### src/rcvd_pkg.sv
package rcvd_pkg;

  // ----------------------------------------------------------------
  // control register layout
  // ----------------------------------------------------------------
  localparam logic [7:0] CTRL_ADDR          = 8'hC9;
  localparam logic [7:0] CTRL_RESET         = 8'h00;
  localparam int         BIT_MAIN_DIS       = 7;
  localparam int         BIT_BUS_STATUS     = 6;
  localparam int         BIT_MAIN_LP        = 4;
  localparam int         BIT_STOP_CFG       = 3;
  localparam int         BIT_CORE_LP        = 1;
  localparam int         SYNC_STAGES        = 2;

  // power state of the device as seen by the block
  typedef enum logic [1:0] {RCVD_RUN, RCVD_STOP_ON, RCVD_STOP_OFF} rcvd_pwr_t;

  // register write request
  typedef struct packed {
    logic       wr;
    logic [7:0] addr;
    logic [7:0] data;
  } rcvd_wr_t;

  // regulator control outputs
  typedef struct packed {
    logic main_enable;
    logic main_low_power;
    logic core_enable;
    logic core_low_power;
    logic power_net_enable;
  } rcvd_reg_ctl_t;

endpackage

### src/rcvd_sync.sv
`timescale 1ns/1ps
// two-flop synchroniser, first stage read only by second
module rcvd_sync
(
  // clock and reset
  input  wire logic clk_sys,
  input  wire logic rst_b,
  input  wire logic clk_en,
  // data
  input  wire logic async_in,
  output logic      sync_out
);

  logic meta_q;

  // ----------------------------------------------------------------
  // capture chain
  // ----------------------------------------------------------------
  always_ff @(posedge clk_sys or negedge rst_b)
  begin
    if (!rst_b)
    begin
      meta_q   <= 1'b0;
      sync_out <= 1'b0;
    end
    else if (clk_en)
    begin
      meta_q   <= async_in;
      sync_out <= meta_q;
    end
  end

endmodule

### src/rcvd_top.sv
`timescale 1ns/1ps
// How it works
// (RL1) software bit switches main regulator on/off
// (RL2) status bit returns synced bus-power level
// (RL3) enabled interrupt on both bus-power edges
// (RL4) interrupt is one pulse, no pending flag
// (RL5) usb reset source resets on both edges; the code issues no usb reset while in the stop-off state
// (RL6) stop config zero keeps core regulator up
// (RL7) stop config one powers down in stop
// (RL8) mode bit picks main regulator low power
// (RL9) software avoids core low power wrongly
// (RL10) software waits 12 instructions before oscillator suspend
// (RL11) control register at 0xC9, all bits reset zero
// (RL12) disable bit one turns main regulator off
// (RL13) status reads one when bus power present
// (RL14) two-stage synchroniser before edge detection
module rcvd_top
(
  // clock and reset
  input  wire logic              clk_sys,
  input  wire logic              rst_b,
  input  wire logic              clk_en,
  // register write and read
  input  wire rcvd_pkg::rcvd_wr_t reg_wr,
  input  wire logic [7:0]        reg_rd_addr,
  output logic [7:0]             reg_rd_data_q,
  // system control
  input  wire logic              vbus_pin,
  input  wire logic              vbus_irq_enable,
  input  wire logic              usb_reset_source,
  input  wire logic              stop_request,
  input  wire logic              stop_wake,
  // results
  output logic                   vbus_irq_q,
  output logic                   usb_reset_q,
  output rcvd_pkg::rcvd_reg_ctl_t reg_ctl_q,
  output logic                   pin_reset_only_q
);

  logic [7:0]          ctrl_q;
  logic                vbus_sync;
  logic                vbus_prev_q;
  logic                vbus_edge;
  rcvd_pkg::rcvd_pwr_t pwr_q;

  function automatic logic hits_ctrl(input logic [7:0] a);
    hits_ctrl = (a == rcvd_pkg::CTRL_ADDR);
  endfunction

  // ----------------------------------------------------------------
  // bus-power sense
  // ----------------------------------------------------------------
  rcvd_sync u_sync
  (
    .clk_sys  (clk_sys),
    .rst_b    (rst_b),
    .clk_en   (clk_en),
    .async_in (vbus_pin),
    .sync_out (vbus_sync)
  ); // RL14

  // previous level for edge detection
  always_ff @(posedge clk_sys or negedge rst_b)
  begin
    if (!rst_b)
      vbus_prev_q <= 1'b0;
    else if (clk_en)
      vbus_prev_q <= vbus_sync;
  end

  assign vbus_edge = vbus_sync ^ vbus_prev_q; // RL14

  // one-cycle interrupt pulse, nothing held
  always_ff @(posedge clk_sys or negedge rst_b)
  begin
    if (!rst_b)
      vbus_irq_q <= 1'b0;
    else if (clk_en)
      vbus_irq_q <= vbus_edge && vbus_irq_enable; // RL3 RL4
  end

  // one-cycle reset pulse when usb is a reset source
  always_ff @(posedge clk_sys or negedge rst_b)
  begin
    if (!rst_b)
      usb_reset_q <= 1'b0;
    else if (clk_en)
      usb_reset_q <= vbus_edge && usb_reset_source &&
                     (pwr_q != rcvd_pkg::RCVD_STOP_OFF); // RL5 RL7
  end

  // ----------------------------------------------------------------
  // control register
  // ----------------------------------------------------------------
  always_ff @(posedge clk_sys or negedge rst_b)
  begin
    if (!rst_b)
      ctrl_q <= rcvd_pkg::CTRL_RESET; // RL11
    else if (clk_en && reg_wr.wr && hits_ctrl(reg_wr.addr))
    begin
      ctrl_q <= 8'h00; // reserved and status bits hold zero
      ctrl_q[rcvd_pkg::BIT_MAIN_DIS] <= reg_wr.data[rcvd_pkg::BIT_MAIN_DIS]; // RL1 RL12
      ctrl_q[rcvd_pkg::BIT_MAIN_LP]  <= reg_wr.data[rcvd_pkg::BIT_MAIN_LP]; // RL8
      ctrl_q[rcvd_pkg::BIT_STOP_CFG] <= reg_wr.data[rcvd_pkg::BIT_STOP_CFG];
      ctrl_q[rcvd_pkg::BIT_CORE_LP]  <= reg_wr.data[rcvd_pkg::BIT_CORE_LP]; // RL9
    end
  end

  // registered read with live status bit
  always_ff @(posedge clk_sys or negedge rst_b)
  begin
    if (!rst_b)
      reg_rd_data_q <= 8'h00;
    else if (clk_en)
    begin
      if (hits_ctrl(reg_rd_addr))
      begin
        reg_rd_data_q <= ctrl_q;
        reg_rd_data_q[rcvd_pkg::BIT_BUS_STATUS] <= vbus_sync; // RL2 RL13
      end
      else
        reg_rd_data_q <= 8'h00;
    end
  end

  // ----------------------------------------------------------------
  // stop state power
  // ----------------------------------------------------------------
  always_ff @(posedge clk_sys or negedge rst_b)
  begin
    if (!rst_b)
      pwr_q <= rcvd_pkg::RCVD_RUN;
    else if (clk_en)
    begin
      case (pwr_q)
        rcvd_pkg::RCVD_RUN:
          if (stop_request)
            pwr_q <= ctrl_q[rcvd_pkg::BIT_STOP_CFG] ? rcvd_pkg::RCVD_STOP_OFF
                                                    : rcvd_pkg::RCVD_STOP_ON; // RL6 RL7
        rcvd_pkg::RCVD_STOP_ON:
          if (stop_wake || usb_reset_q)
            pwr_q <= rcvd_pkg::RCVD_RUN; // RL6
        rcvd_pkg::RCVD_STOP_OFF:
          pwr_q <= rcvd_pkg::RCVD_STOP_OFF; // only pin reset leaves, RL7
        default:
          pwr_q <= rcvd_pkg::RCVD_RUN;
      endcase
    end
  end

  // regulator controls from register and power state
  always_ff @(posedge clk_sys or negedge rst_b)
  begin
    if (!rst_b)
    begin
      reg_ctl_q        <= '{main_enable: 1'b1, main_low_power: 1'b0, core_enable: 1'b1,
                            core_low_power: 1'b0, power_net_enable: 1'b1};
      pin_reset_only_q <= 1'b0;
    end
    else if (clk_en)
    begin
      reg_ctl_q.main_enable      <= !ctrl_q[rcvd_pkg::BIT_MAIN_DIS]; // RL1 RL12
      reg_ctl_q.main_low_power   <= ctrl_q[rcvd_pkg::BIT_MAIN_LP]; // RL8
      reg_ctl_q.core_low_power   <= ctrl_q[rcvd_pkg::BIT_CORE_LP];
      reg_ctl_q.core_enable      <= (pwr_q != rcvd_pkg::RCVD_STOP_OFF); // RL6 RL7
      reg_ctl_q.power_net_enable <= (pwr_q != rcvd_pkg::RCVD_STOP_OFF); // RL7
      pin_reset_only_q           <= (pwr_q == rcvd_pkg::RCVD_STOP_OFF); // RL7
    end
  end

  // ----------------------------------------------------------------
  // checks
  // ----------------------------------------------------------------
  AST_IRQ_EDGE: assert property (@(posedge clk_sys) disable iff (!rst_b) // RL3
    (clk_en && vbus_irq_enable && (vbus_sync != vbus_prev_q)) |=> vbus_irq_q)
    else $error("bus-power edge gave no interrupt");

  AST_IRQ_PULSE: assert property (@(posedge clk_sys) disable iff (!rst_b) // RL4
    (vbus_irq_q && clk_en) |=> !vbus_irq_q || $changed(vbus_prev_q))
    else $error("interrupt held past one cycle");

  AST_RST_EDGE: assert property (@(posedge clk_sys) disable iff (!rst_b) // RL5
    (clk_en && usb_reset_source && vbus_edge && pwr_q != rcvd_pkg::RCVD_STOP_OFF) |=> usb_reset_q)
    else $error("usb reset missing on edge");

  AST_STATUS: assert property (@(posedge clk_sys) disable iff (!rst_b) // RL2
    (clk_en && hits_ctrl(reg_rd_addr)) |=> reg_rd_data_q[rcvd_pkg::BIT_BUS_STATUS] == $past(vbus_sync))
    else $error("status bit wrong");

  AST_MAIN_DIS: assert property (@(posedge clk_sys) disable iff (!rst_b) // RL12
    (clk_en && reg_wr.wr && hits_ctrl(reg_wr.addr)) ##1 clk_en |=>
      reg_ctl_q.main_enable == !$past(reg_wr.data[rcvd_pkg::BIT_MAIN_DIS], 2))
    else $error("main regulator enable wrong");

  AST_STOP_OFF: assert property (@(posedge clk_sys) disable iff (!rst_b) // RL7
    (pwr_q == rcvd_pkg::RCVD_STOP_OFF) |=> !usb_reset_q && pwr_q == rcvd_pkg::RCVD_STOP_OFF)
    else $error("stop-off state left or reset issued");

  AST_STOP_ON: assert property (@(posedge clk_sys) disable iff (!rst_b) // RL6
    (clk_en && pwr_q == rcvd_pkg::RCVD_RUN && stop_request && !ctrl_q[rcvd_pkg::BIT_STOP_CFG])
      |=> pwr_q == rcvd_pkg::RCVD_STOP_ON)
    else $error("stop with core on not entered");

  AST_MAIN_LP: assert property (@(posedge clk_sys) disable iff (!rst_b) // RL8
    clk_en |=> reg_ctl_q.main_low_power == $past(ctrl_q[rcvd_pkg::BIT_MAIN_LP]))
    else $error("main low power mode wrong");

  AST_IRQ_QUIET: assert property (@(posedge clk_sys) disable iff (!rst_b) // RL3
    (clk_en && !vbus_irq_enable) |=> !vbus_irq_q)
    else $error("interrupt raised while disabled");

  AST_RST_QUIET: assert property (@(posedge clk_sys) disable iff (!rst_b) // RL5
    (clk_en && !usb_reset_source) |=> !usb_reset_q)
    else $error("usb reset raised while not a source");

  AST_CORE_OFF: assert property (@(posedge clk_sys) disable iff (!rst_b) // RL7
    (clk_en && pwr_q == rcvd_pkg::RCVD_STOP_OFF) |=>
      !reg_ctl_q.core_enable && !reg_ctl_q.power_net_enable && pin_reset_only_q)
    else $error("core supply not shut down in stop");

  AST_CORE_ON: assert property (@(posedge clk_sys) disable iff (!rst_b) // RL6
    (clk_en && pwr_q != rcvd_pkg::RCVD_STOP_OFF) |=> reg_ctl_q.core_enable && !pin_reset_only_q)
    else $error("core supply dropped outside stop-off");

endmodule

### config.mk
export PLATFORM = sky130hd
export DESIGN_NAME = rcvd_top
export DESIGN_NICKNAME = d
export VERILOG_FILES = /design/src/rcvd_pkg.sv /design/src/rcvd_sync.sv /design/src/rcvd_top.sv
export SDC_FILE = /design/constraint.sdc
export NUM_CORES = 1
export LEC_CHECK = 0
export BUFFER_PORTS_ARGS = -buffer_cell sky130_fd_sc_hd__buf_2
export CAP_MARGIN = 20
export CORE_ASPECT_RATIO = 0.9
export CORE_UTILIZATION = 41
export DETAILED_ROUTE_END_ITERATION = 8
export GPL_TIMING_DRIVEN = 0
export PLACE_DENSITY_LB_ADDON = 0.25
export SLEW_MARGIN = 20
export SYNTH_ARGS = -nofsm -noshare
export SYNTH_HDL_FRONTEND = slang
export SYNTH_SLANG_ARGS = --single-unit
### constraint.sdc
create_clock -name clk_sys -period 1.7 [get_ports clk_sys]
set_input_delay 0.255 -clock clk_sys [delete_from_list [all_inputs] [get_ports clk_sys]]
set_output_delay 0.255 -clock clk_sys [all_outputs]
set_load 0.01 [all_outputs]
; ---- Yosys cells after proc, flatten, opt, wreduce, memory -nomap -nowiden
; Cells that the tools add are included.
[totals]
register_bits = 24
in_bits = 33
out_inout_bits = 16
wordCells = 35
[op_classes]
n_reduce_logical = 9
bitwise = 1
muxes = 5
n_eq_ne = 7
[op_table]
columns = cell, count
row1 = 8-bit == test (second input constant), 2
row2 = 8-bit 2-to-1 mux, 1
row3 = 2-bit 2-to-1 mux, 3
row4 = 2-bit != test (second input constant), 3
row5 = 2-bit case mux with 3 select lines, 1
row6 = 1-bit logical AND, 5
row7 = 3-bit AND reduction, 1
row8 = 2-bit by 1-bit == test with 1-bit output (second input constant), 1
row9 = 2-bit == test (second input constant), 1
row10 = 2-bit logical NOT, 1
row11 = 1-bit logical NOT, 1
row12 = 1-bit logical OR, 1
row13 = 1-bit bitwise XOR, 1

; ---- Depth between registers and ports, before layout
[logic_depth]
ltp_word = 3
ltp_mapped = 4
mapped_depth_nobuf = 3

; ---- Hierarchy
; From an unflattened synthesis, not the netlist that was laid out.
[unflattened]
hier_cells = 82
area_unflattened_um2 = 912.1
[by_module_without_submodules]
columns = mod, area_per_inst_um2, cells_each, seq_area_each_um2, instances
row1 = rcvd_top, 839.6, 78, 478.0, 1
row2 = rcvd_sync, 72.6, 4, 50.0, 1

; ---- Worst setup path before layout
; Ideal clock, no wire load.
[synth_timing]
path_kind = input -> register
start = in reg_wr[10] (netlist name)
end = reg ctrl_q[1]
required_ps = 1575
path_slack_ps = 211
setup_time_ps = 125
path_buffers = 0
t_arrival_ps = 1364
path_stages = 3
path_cell_list = or4b_4 nor3_4 mux2_2
[synth_via]
elab_chain_cells = 2
[synth_lines]
columns = item, line_no
row1 = start: declaration, rcvd_top.sv:24  ; input wire rcvd_pkg::rcvd_wr_t reg_wr,
row2 = 8-bit == test, rcvd_top.sv:47  ; hits_ctrl = (a == rcvd_pkg::CTRL_ADDR);
row3 = 1-bit logical AND, rcvd_top.sv:99  ; else if (clk_en && reg_wr.wr && hits_ctrl(reg_wr.addr))
row4 = end signal: assignment, rcvd_top.sv:98  ; ctrl_q <= rcvd_pkg::CTRL_RESET;
row5 = end signal: indexed assignment, rcvd_top.sv:102  ; ctrl_q[rcvd_pkg::BIT_MAIN_DIS] <= reg_wr.data[rcvd_pkg::BIT_MAIN_DIS];
row6 = end signal: indexed assignment, rcvd_top.sv:103  ; ctrl_q[rcvd_pkg::BIT_MAIN_LP] <= reg_wr.data[rcvd_pkg::BIT_MAIN_LP];
row7 = end: declaration, rcvd_top.sv:40  ; logic [7:0] ctrl_q;
; Every way passes these cells.
; A chain may end at the register's enable or synchronous reset.

; ---- Worst setup path in the final report
[layout_timing]
start = in reg_wr[10] (netlist name)
end = reg ctrl_q[4]
; Same word-level chain as after synthesis.

==> results.cfg <==
[floorplanning]
die_area_um2 = 2418
fp.dieW_um = 51.72
rows = 15
ioPinCount = 49
chipHeight_um = 46.75
start_util_pct = 45.42
core_area_um2 = 2008

[cells_and_area]
area_growth_pct = 30.32
n_fill_cell = 173
regArea_um2 = 528.0
fin_nets = 163
final_area_um2 = 1189
final_cells = 154
multi_input_area_um2 = 309.0
drive_gt1_share_pct = 45.74
n_antenna_cell = 0

[clocking]
clock-sinks = 21
clockBufferDepth = 2
clock_latency_ps = 300
clk_pin_slew_ps = 120
cts_tree = done
cts_root_buf = clkbuf_4
ctsResizeCount = 0
post_cts_buffers = 0
cts_hold_buf = 1
cts_inserted_buffers = 3
htree_levels = 1

[job]
drv_cap = 0

[grt]
gr-total-overflow = 0
grt_pass1_vias = 646
grt_max_degree = 22
grt_use_total_pct = 15.92
grt_pass1_wl_um = 2711
antenna_found_initial = 0

[setup_path]
worst_r2r_path_depth = 2
critPathLaunchType = input port
critPathKind = input port to flop
crit_path_max_fanout = 4
end_kind = flop
cp.required_ps = 1890
worst_path_largest_cell_delay_ps = 540
worst_ep_arrival_time_ps = 1520
reg2reg_slack_ps = 740
crit_chain = buf_2 > or4b_4 > nor3_4 > mux2_2
r2r_start = u_sync.sync_out$_DFFE_PN0P_
crit_slowest_cell = or4b_4
reg2reg_to = usb_reset_q$_DFFE_PN0P_

[timing]
setup_viol = 0
tns_ps = 0
min_period_over_period_pct = 77.98
finalHoldViolations = 0
rsz0062_at_grt = false
maxSlewViolCount = 0
clock.fmax_mhz = 754.3
finalClockSkew_ps = 2.956
finalCriticalPeriod_ps = 1326

[detailed_routing]
drtIter0Drc = 5
wl_per_cell_um = 10.97
wirelength_um = 1690
viasPerCell = 4.662
num_vias = 718
route.detailed.drc = 0
dr.pass1.iters = 3
ant_nets = 0

[placed_design]
numPortBuffers = 40
placed_cell_area_um2 = 1151
globalplace.congestion = 0.6981
dp_hpwl_um = 1328
dp.cells = 149

[logic_synthesis]
syn_inst = 82
netlist-cell-type-count = 25
ys_seq_area_share_pct = 57.89
postSynthAreaPerCell_um2 = 11.12
yosysWarnings = 0
synthesis.area_um2 = 912.1
synth-seq-cells = 21

[pwr]
p_leak_uw = 0.0006221
power_density_nw_per_um2 = 779.5
peakVddDrop_v = 0.0005047

[worst_hold_path]
hp-class = input port to flop
hold_end = ctrl_q[7]$_DFFE_PN0P_
holdPathStages = 2
min_from = reg_wr[7]

[status]
status = finished, final reports clean
==> placed cells by master, fill, tap and decap left out <==
cell type,n
o41ai_1,1
nor2_1,2
inv_1,11
nor2b_1,1
buf_1,2
xnor2_1,1
clkbuf_4,3
buf_2,40
or4b_4,1
a31oi_1,1
mux2_2,7
o31ai_1,1
buf_4,4
nand4_1,1
o21ai_0,3
a21oi_1,2
nor3_4,1
nand2_1,10
mux2i_1,1
o32ai_1,1
clkbuf_1,1
nand4b_1,1
dlygate4sd3_1,1
o22ai_1,6
dfstp_2,2
conb_1,3
dfrtp_1,19
clkinv_2,1
nor4bb_1,1
==> layer usage <==
layer  part of all wire [%]  up-vias  global-route usage (%)
met1                     48      328                   20.21
met3                    5.6        2                   3.883
li1                       -      363                       -
met4                   0.83        0                   6.486
met2                     46       25                   26.75
met5                      0        -                       0
==> sequential cells by signal (all words and copies together) (netlist names) <==
signal / count
pin_reset_only_q: 1
vbus_prev_q: 1
ctrl_q: 4
reg_ctl_q: 4
vbus_irq_q: 1
reg_rd_data_q: 5
u_sync.meta_q: 1
usb_reset_q: 1
pwr_q: 2
u_sync.sync_out: 1
==> critical path, delay by kind of cell <==
family,cells,cell delay (ps)
buffers and inverters,1,90
muxes,1,370
and+or+nand+nor,2,800
==> cells by family after synthesis <==
logic type / count (synthesis) / synth area share (%)
muxes: 8 / 9.740
and+or+nand+nor: 18 / 11.66
AOI/OAI and AO/OA: 15 / 10.29
buffers and inverters: 18 / 9.054
other: 1 / 0.4111
xor gates and xnor gates: 1 / 0.9604
DFF: 21 / 57.89
==> how the worst max path moves through the flow <==
stage | slack, ps | cells after the start | endpoint | startpoint
after global placement | 60 | 4 | ctrl_q[7]$_DFFE_PN0P_ | reg_wr[10]
after detailed placement | 50 | 4 | ctrl_q[4]$_DFFE_PN0P_ | reg_wr[10]
after floorplan | 210 | 3 | ctrl_q[1]$_DFFE_PN0P_ | reg_wr[10]
after CTS | 370 | 4 | ctrl_q[4]$_DFFE_PN0P_ | reg_wr[10]
after global routing | 340 | 2 | reg_ctl_q[2] | reg_ctl_q[0]$_DFFE_PN1P_
final | 370 | 4 | ctrl_q[4]$_DFFE_PN0P_ | reg_wr[10]
==> area by class of cell <==
cell class,count,share of cell area (%)
tap,25,2.632
buffer,7,3.474
inverter,11,3.474
timing repair buffer,41,17.68
clock buffer,3,1.895
sequential,21,44.42
clock inverter,1,0.4211
multi-input combinational,45,26.00
==> cells in the mapped netlist <==
| library cell | n | area, um2 |
|---|---|---|
| dfrtp_1 | 19 | 475.5 |
| nor4bb_1 | 1 | 10.01 |
| inv_1 | 11 | 41.29 |
| conb_1 | 1 | 3.750 |
| nor3_4 | 1 | 16.27 |
| dfstp_2 | 2 | 52.55 |
| nand2_1 | 10 | 37.54 |
| o41ai_1 | 1 | 8.760 |
| nor2_1 | 2 | 7.510 |
| nand4_1 | 1 | 6.260 |
| o22ai_1 | 6 | 37.54 |
| buf_4 | 4 | 30.03 |
| o21ai_0 | 3 | 15.01 |
| o32ai_1 | 1 | 8.760 |
| or4b_4 | 1 | 13.76 |
| a31oi_1 | 1 | 6.260 |
| mux2i_1 | 1 | 10.01 |
| buf_1 | 2 | 7.510 |
| nor2b_1 | 1 | 6.260 |
| nand4b_1 | 1 | 8.760 |
| xnor2_1 | 1 | 8.760 |
| a21oi_1 | 2 | 10.01 |
| o31ai_1 | 1 | 7.510 |
| mux2_2 | 7 | 78.83 |
| clkbuf_1 | 1 | 3.750 |
==> power breakdown <==
part	switching [uW]	internal (uW)
registers	22.9	532
logic	65.0	69.8
clock network	150	87.5
==> per-stage QoR <==
step                setup slack [ps]  hold slack [ps]  total power (uW)  utilization [%]
CTS                            366.2            179.8             927.6            59.19
detailed placement             50.74            228.6             699.3            57.32
global route                   335.5            176.0             973.4            59.19
finish                         374.3            181.2             926.5            59.19
global placement               62.04            228.6             692.5            57.32
floorplan                      211.2           -40.59             632.5                -
Power figures use the tool's default switching activity.
